==> src/logic/pdcs_defines.svh <==
/*
  Register offsets, field positions, reset values and wait counts for the
  power-down and clock-select control block.
  Assumes inclusion by bare name from the design file.
*/
`ifndef PDCS_DEFINES_SVH
`define PDCS_DEFINES_SVH
`define ADDR_SYS_CTRL_ONE   4'h0
`define ADDR_PWR_MODE       4'h1
`define ADDR_STBY_ONE       4'h2
`define RST_BYTE            8'h00
`define STBY_ONE_WMASK      8'h7B
`define WAIT_SEL_LSB        4
`define SBY_SEL_BIT         7
`define SUBMODE_BIT         7
`define LOW_SPEED_BIT       6
`define DIRECT_BIT          5
`define TWO_WIRE_BIT        6
`define SERIAL_ONE_BIT      5
`define ADC_BIT             4
`define WDT_BIT             3
`define TIMER_V_BIT         1
`define RTC_BIT             0
`define RSVD_HI_BIT         7
`define RSVD_LO_BIT         2
`define ACT_LSB             2
`define SUB_LSB             0
`define WAIT_0              18'h02000
`define WAIT_1              18'h04000
`define WAIT_2              18'h08000
`define WAIT_3              18'h10000
`define WAIT_4              18'h20000
`define WAIT_5              18'h00400
`define WAIT_6              18'h00080
`define WAIT_7              18'h00010
`endif

==> src/logic/pdcs_pkg.sv <==
/*
  Types of the power-down and clock-select control block.
  Assumes nothing of its surroundings.
*/
package pdcs_pkg;
  typedef enum logic [2:0] {
    ACTIVE_ST    = 3'h0,
    WAIT_ST      = 3'h1,
    SLEEP_ST     = 3'h3,
    SUBSLEEP_ST  = 3'h2,
    SUBACTIVE_ST = 3'h6,
    STANDBY_ST   = 3'h7
  } mode_type;
endpackage

==> src/logic/power_down_clock_select.sv <==
/*
  Power-down mode selection, clock-select and module standby control.
  Assumes the core pulses SLEEP_EXEC_I for one cycle per sleep instruction
  and WAKE_I for one cycle when an interrupt ends a halt state.
*/
// The implementer's own choices: the plain strobed port and the placing of the registers.
`timescale 1ns/10ps
`include "pdcs_defines.svh"
module power_down_clock_select #(
  parameter logic [2:0] DIV_SEL4 = 3'h1,
  parameter logic [2:0] DIV_SEL5 = 3'h2,
  parameter logic [2:0] DIV_SEL6 = 3'h3,
  parameter logic [2:0] DIV_SEL7 = 3'h4
) (
  // Clock and reset
  input  wire logic       REF_CLK_I,
  input  wire logic       ARST_N_I,
  // Register port
  input  wire logic [3:0] ADDR_I,
  input  wire logic [7:0] WDATA_I,
  input  wire logic       WR_I,
  input  wire logic       RD_I,
  output logic      [7:0] RDATA_O,
  // Core events
  input  wire logic       SLEEP_EXEC_I,
  input  wire logic       WAKE_I,
  input  wire logic       WDT_INT_OSC_I,
  // Clock tree
  output logic      [2:0] ACT_DIV_LOG2_O,
  output logic            SUB_DIV8_O,
  output logic            USE_SUB_CLK_O,
  output logic            USE_ONCHIP_OSC_O,
  output logic            CPU_HALT_O,
  output logic      [2:0] MODE_O,
  // Peripheral standby
  output logic            TWO_WIRE_STBY_O,
  output logic            SERIAL_ONE_STBY_O,
  output logic            ADC_STBY_O,
  output logic            WDT_STBY_O,
  output logic            TIMER_V_STBY_O,
  output logic            RTC_STBY_O
);
  logic [7:0]  sys_one_ff;
  logic [7:0]  pwr_mode_ff;
  logic [7:0]  stby_one_ff;
  logic [2:0]  act_cur_ff;
  logic [1:0]  sub_cur_ff;
  logic [17:0] wait_cnt_ff;
  logic        wait_to_sub_ff;
  pdcs_pkg::mode_type mode_ff;
  pdcs_pkg::mode_type nxt_mode;
  pdcs_pkg::mode_type wake_mode;

  function automatic logic [17:0] wait_count(input logic [2:0] sel);
    case (sel)
      3'h0: wait_count = `WAIT_0;
      3'h1: wait_count = `WAIT_1;
      3'h2: wait_count = `WAIT_2;
      3'h3: wait_count = `WAIT_3;
      3'h4: wait_count = `WAIT_4;
      3'h5: wait_count = `WAIT_5;
      3'h6: wait_count = `WAIT_6;
      default: wait_count = `WAIT_7;
    endcase
  endfunction

  function automatic logic [2:0] act_div(input logic [2:0] sel);
    case (sel)
      3'h4: act_div = DIV_SEL4;
      3'h5: act_div = DIV_SEL5;
      3'h6: act_div = DIV_SEL6;
      3'h7: act_div = DIV_SEL7;
      default: act_div = 3'h0;
    endcase
  endfunction

  wire wr_sys  = WR_I && (ADDR_I == `ADDR_SYS_CTRL_ONE);
  wire wr_pwr  = WR_I && (ADDR_I == `ADDR_PWR_MODE);
  wire wr_stby = WR_I && (ADDR_I == `ADDR_STBY_ONE);
  wire sby_sel   = sys_one_ff[`SBY_SEL_BIT];
  wire submode   = pwr_mode_ff[`SUBMODE_BIT];
  wire low_speed = pwr_mode_ff[`LOW_SPEED_BIT];
  wire direct_go = pwr_mode_ff[`DIRECT_BIT];
  wire [2:0] wait_sel = sys_one_ff[`WAIT_SEL_LSB +: 3];
  wire [2:0] act_sel  = pwr_mode_ff[`ACT_LSB +: 3];
  wire [1:0] sub_sel  = pwr_mode_ff[`SUB_LSB +: 2];
  wire in_active = (mode_ff == pdcs_pkg::ACTIVE_ST);
  wire in_subact = (mode_ff == pdcs_pkg::SUBACTIVE_ST);
  wire sleep_ok  = SLEEP_EXEC_I && (in_active || in_subact);
  wire from_low  = (mode_ff == pdcs_pkg::STANDBY_ST) ||
                   (mode_ff == pdcs_pkg::SUBSLEEP_ST) || in_subact;
  // Leaving a low-speed state to active runs the wait.
  wire go_wait   = from_low && !low_speed;
  wire [7:0] rd_mux = (ADDR_I == `ADDR_SYS_CTRL_ONE) ? sys_one_ff :
                      (ADDR_I == `ADDR_PWR_MODE)     ? pwr_mode_ff :
                      (ADDR_I == `ADDR_STBY_ONE)     ? stby_one_ff :
                                                       `RST_BYTE;

  always_comb begin
    nxt_mode = mode_ff;
    wake_mode = low_speed ? pdcs_pkg::SUBACTIVE_ST :
                (go_wait ? pdcs_pkg::WAIT_ST : pdcs_pkg::ACTIVE_ST);
    if (sleep_ok) begin
      if (direct_go) begin
        if (low_speed) begin
          nxt_mode = pdcs_pkg::SUBACTIVE_ST;
        end else if (in_subact) begin
          nxt_mode = pdcs_pkg::WAIT_ST;
        end else begin
          nxt_mode = pdcs_pkg::ACTIVE_ST;
        end
      end else if (sby_sel) begin
        nxt_mode = pdcs_pkg::STANDBY_ST;
      end else if (!submode) begin
        nxt_mode = pdcs_pkg::SLEEP_ST;
      end else if (!low_speed) begin
        nxt_mode = pdcs_pkg::SUBSLEEP_ST;
      end
    end else if (WAKE_I && !in_active && !in_subact &&
                 (mode_ff != pdcs_pkg::WAIT_ST)) begin
      nxt_mode = wake_mode;
    end else if ((mode_ff == pdcs_pkg::WAIT_ST) &&
                 (wait_cnt_ff == 18'h00001)) begin
      nxt_mode = pdcs_pkg::ACTIVE_ST;
    end
  end

  always_ff @(posedge REF_CLK_I or negedge ARST_N_I) begin
    if (!ARST_N_I) begin
      sys_one_ff  <= `RST_BYTE;
      pwr_mode_ff <= `RST_BYTE;
      stby_one_ff <= `RST_BYTE;
    end else begin
      if (wr_sys) begin
        sys_one_ff <= WDATA_I;
      end
      if (wr_pwr) begin
        pwr_mode_ff <= WDATA_I;
      end
      if (wr_stby) begin
        stby_one_ff <= WDATA_I & `STBY_ONE_WMASK;
      end
    end
  end

  always_ff @(posedge REF_CLK_I or negedge ARST_N_I) begin
    if (!ARST_N_I) begin
      mode_ff     <= pdcs_pkg::ACTIVE_ST;
      act_cur_ff  <= 3'h0;
      sub_cur_ff  <= 2'h0;
      wait_cnt_ff <= 18'h00000;
      RDATA_O     <= `RST_BYTE;
    end else begin
      mode_ff <= nxt_mode;
      RDATA_O <= RD_I ? rd_mux : `RST_BYTE;
      if (sleep_ok) begin
        act_cur_ff <= act_sel;
        sub_cur_ff <= sub_sel;
      end
      if ((nxt_mode == pdcs_pkg::WAIT_ST) &&
          (mode_ff != pdcs_pkg::WAIT_ST)) begin
        wait_cnt_ff <= wait_count(wait_sel);
      end else if (wait_cnt_ff != 18'h00000) begin
        wait_cnt_ff <= wait_cnt_ff - 18'h00001;
      end
    end
  end

  always_ff @(posedge REF_CLK_I or negedge ARST_N_I) begin
    if (!ARST_N_I) begin
      ACT_DIV_LOG2_O    <= 3'h0;
      SUB_DIV8_O        <= 1'b1;
      USE_SUB_CLK_O     <= 1'b0;
      USE_ONCHIP_OSC_O  <= 1'b0;
      CPU_HALT_O        <= 1'b0;
      MODE_O            <= 3'h0;
      TWO_WIRE_STBY_O   <= 1'b0;
      SERIAL_ONE_STBY_O <= 1'b0;
      ADC_STBY_O        <= 1'b0;
      WDT_STBY_O        <= 1'b0;
      TIMER_V_STBY_O    <= 1'b0;
      RTC_STBY_O        <= 1'b0;
    end else begin
      ACT_DIV_LOG2_O   <= act_div(act_cur_ff);
      // Subclock divide, 1X gives over 2.
      SUB_DIV8_O       <= !sub_cur_ff[1];
      USE_SUB_CLK_O    <= in_subact || (mode_ff == pdcs_pkg::SUBSLEEP_ST);
      USE_ONCHIP_OSC_O <= (mode_ff == pdcs_pkg::WAIT_ST);
      CPU_HALT_O       <= !in_active && !in_subact;
      MODE_O           <= mode_ff;
      TWO_WIRE_STBY_O   <= stby_one_ff[`TWO_WIRE_BIT];
      SERIAL_ONE_STBY_O <= stby_one_ff[`SERIAL_ONE_BIT];
      ADC_STBY_O        <= stby_one_ff[`ADC_BIT];
      TIMER_V_STBY_O    <= stby_one_ff[`TIMER_V_BIT];
      RTC_STBY_O        <= stby_one_ff[`RTC_BIT];
      WDT_STBY_O        <= stby_one_ff[`WDT_BIT] && !WDT_INT_OSC_I;
    end
  end
endmodule

==> config.mk <==
export PLATFORM = sky130hd
export DESIGN_NAME = power_down_clock_select
export DESIGN_NICKNAME = d
export VERILOG_FILES = /design/src/logic/pdcs_pkg.sv /design/src/logic/power_down_clock_select.sv
export VERILOG_INCLUDE_DIRS = /design/src /design/src/logic
export SDC_FILE = /design/constraint.sdc
export NUM_CORES = 1
export LEC_CHECK = 0
export ABC_AREA = 1
export BUFFER_PORTS_ARGS = -buffer_cell sky130_fd_sc_hd__buf_2
export CORE_ASPECT_RATIO = 1.4
export CORE_MARGIN = 2
export CORE_UTILIZATION = 48
export CTS_BUF_LIST = sky130_fd_sc_hd__clkbuf_4 sky130_fd_sc_hd__clkbuf_8
export CTS_CLUSTER_DIAMETER = 120
export CTS_CLUSTER_SIZE = 24
export DETAILED_ROUTE_END_ITERATION = 10
export PLACE_DENSITY = 0.67
export REMOVE_ABC_BUFFERS = 1
export SLEW_MARGIN = 20
export SYNTH_ARGS = -nofsm -noshare
export SYNTH_HDL_FRONTEND = slang
export SYNTH_SLANG_ARGS = --single-unit
==> constraint.sdc <==
create_clock -name REF_CLK_I -period 4.5 [get_ports REF_CLK_I]
set_input_delay 0.45 -clock REF_CLK_I [delete_from_list [all_inputs] [get_ports REF_CLK_I]]
set_output_delay 0.45 -clock REF_CLK_I [all_outputs]
set_load 0.005 [all_outputs]
==> results.yml <==
status:
  outcome: "complete, no violations"
drt:
  via_count: 2634
  vias_per_cell: 4.89
  firstDrtPassIters: 4
  drt-initial-drc-count: 94
  ant_nets: 0
  post-route-drc-count: 0
  route.detailed.wl_per_inst_um: 12.6
  routed_wl_um: 6800
floorplan:
  rows: 35
  start_util: 0.500
  ioPinCount: 43
  die_w_um: 74.1
  die_height_um: 102
  dieArea_mm2: 0.00757
  core-area_mm2: 0.00661
synthesis:
  ys_seq_area_frac: 0.538
  ys_ff_latch: 71
  yosysWarnings: 0
  synth_ff_type: "dfrtp_1"
  syn_area_per_cell_um2: 8.39
  synth.most_common_cell: "nand2_1"
  synthTopCellsByCount: "94 x nand2_1, 70 x dfrtp_1, 49 x inv_1, 47 x nor2_1, 37 x o21ai_0"
  ys_async_sr_fraction: 1.00
  syn_inst: 394
  ys_top_cells_by_area: "dfrtp_1 53%, nand2_1 11%, o21ai_0 5.6%, inv_1 5.6%, nor2_1 5.3%"
  synth_edf_count: 0
  syn_area_mm2: 0.00330
  yosysTopAreaCell: "dfrtp_1"
  ys_types: 33
  yosysTopAreaCellShare: 0.530
timing:
  worst_pin_slew_ps: 713
  setup_tns_ps: 0
  setup_viol: 0
  slew_headroom: 0.525
  min_period_ps: 2060
  finalMaxSlewViolations: 0
  skew_ps: 9.95
  max_freq_mhz: 485
  rsz0062_at_grt: "no"
  hold_viol_final: 0
  hold_ws_ps: 161
  min_period_over_period: 0.458
clock_tree:
  post_cts_buffers: 0
  clock-root-buffer: "clkbuf_8"
  clockBufferDepth: 2
  path_clk_slew_ps: 80
  cts_tree: "built"
  cts.htree.levels: 3
  cts.hold.buffers_added: 0
  cts-buffers-inserted: 9
  post_cts_resized: 0
  cts.sinks: 71
  insertion_delay_ps: 340
place:
  gp_congestion: 0.846
  hpwlAfterDp_um: 4970
  io_buffers: 42
run:
  max_cap_violations: 0
pwr:
  power_density_mw_per_mm2: 598
  seq_power_share: 0.433
  power.total_mw: 2.27
  vdd_drop_max_mv: 0.306
  p_switching_mw: 0.879
  combPwrFrac: 0.346
  pwr-share-clk: 0.221
  p_int_mw: 1.39
  switching_share: 0.387
  power_leakage_nw: 2.01
layout:
  final_layout_size_suffix_gt1_frac: 0.199
  final_util: 0.574
  diodes: 0
  fillers: 606
  final_nets: 464
  area_growth_pct: 14.8
grt:
  grt_max_degree: 41
  grt_usage: 0.202
  grt-ovfl-total: 0
  grt_pass1_wl_um: 11600
  antenna_found_initial: 0
  grt_pass1_vias: 2676
critical_path:
  ff2ff_path_depth: 11
  cp-start-kind: "flop"
  critical_path_class: "reg -> reg"
  crit_required_ps: 4780
  critical_path_arrival_ps: 2340
  critPathMaxFanout: 14
  end_kind: "flop"
min_path:
  hold_path_class: "in -> async"
## power groups by stage
stage	combinational (mW)	clock (mW)	sequential, mW
4_1_cts	0.799	0.510	0.981
5_1_grt	0.915	0.541	1.01
6_report	0.785	0.502	0.982
3_5_place_dp	0.793	0	0.992
3_3_place_gp	0.775	0	0.988
2_1_floorplan	0.596	0	0.962
## metal layers
metal  share of wire  up-vias  global-route usage
met5               0        -                   0
met4           0.011        0              0.0979
met3           0.032        6              0.0424
met2            0.54       46               0.361
met1            0.42     1247               0.225
li1                -     1335                   -
## registers in the layout (all words and copies together), names as in the netlist, 3 cells and up
name,flops
RDATA_O,8
pwr_mode_ff,8
MODE_O,3
stby_one_ff,6
sys_one_ff,8
act_cur_ff,3
mode_ff,3
ACT_DIV_LOG2_O,3
wait_cnt_ff,18
## cell usage in the layout (no fill, tap or decap), types with 2 or more instances in the layout
cell | Yosys | routed
nand3_2 | 4 | 4
nand2_1 | 94 | 94
nand3_1 | 23 | 23
xnor2_1 | 2 | 2
nor2_2 | 5 | 5
nor2_1 | 47 | 47
a21oi_1 | 4 | 4
nand2_2 | 8 | 8
nand4_1 | 4 | 4
or2_2 | 2 | 2
inv_1 | 49 | 49
dfrtp_1 | 70 | 70
o21ai_1 | 3 | 3
xor2_1 | 8 | 8
o21ai_0 | 37 | 37
buf_2 | 0 | 42
clkinv_2 | 0 | 3
inv_2 | 4 | 4
ha_1 | 3 | 3
clkbuf_8 | 0 | 9
nor3_1 | 8 | 8
## worst paths after layout
path	to	slack, ps	from
setup / recovery	wait_cnt_ff[15]$_DFFE_PN0P_	2440	mode_ff[0]$_DFF_PN0_
hold / removal	sys_one_ff[1]$_DFFE_PN0P_	160	ARST_N_I
setup reg to reg	wait_cnt_ff[15]$_DFFE_PN0P_	2440	mode_ff[0]$_DFF_PN0_
hold reg to reg	SUB_DIV8_O$_DFF_PN1_	370	sub_cur_ff[1]$_DFFE_PN0P_
max in group asynchronous	wait_cnt_ff[15]$_DFFE_PN0P_	3380	ARST_N_I
min in group REF_CLK_I	WDT_STBY_O$_DFF_PN0_	240	WDT_INT_OSC_I
## metrics by stage
| step | std cells | instance area [um^2] | setup slack [ps] |
|---|---|---|---|
| 2_1_floorplan | 388 | 3270 | 2810 |
| 3_3_place_gp | 523 | 3600 | 2440 |
| 3_5_place_dp | 523 | 3600 | 2420 |
| 4_1_cts | 539 | 3790 | 2380 |
| 5_1_grt | 539 | 3790 | 2180 |
| 6_report | 539 | 3790 | 2440 |
## final cells by class
type                    instances  area (um^2)  area share
multi-input cells             263         1280       0.339
inverters                      54          205      0.0541
flip-flops and latches         71         1780       0.469
repair buffers                 43          218      0.0574
clock inverters                 6         61.3      0.0162
clock buffers                  10          131      0.0346
well taps                      92          115      0.0304
## worst max-delay path: stages, from the launching register on
cell and delay (ps):
dfrtp_1 460, inv_2 130, nand3_1 120, nand2_2 130
nand2_4 100, inv_4 100, nand3_1 90, nand3_2 130
nand3_2 280, inv_2 310, nand2_1 90, nand2_1 80
## kinds of logic after synthesis
| family | synth area share |
|---|---|
| DFF | 0.538 |
| and+or+nand+nor | 0.267 |
| adders and majority gates | 0.0114 |
| xor gates and xnor gates | 0.0265 |
| buffers and inverters | 0.0735 |
| AOI/OAI and AO/OA | 0.0837 |
Power figures use the tool's default switching activity.
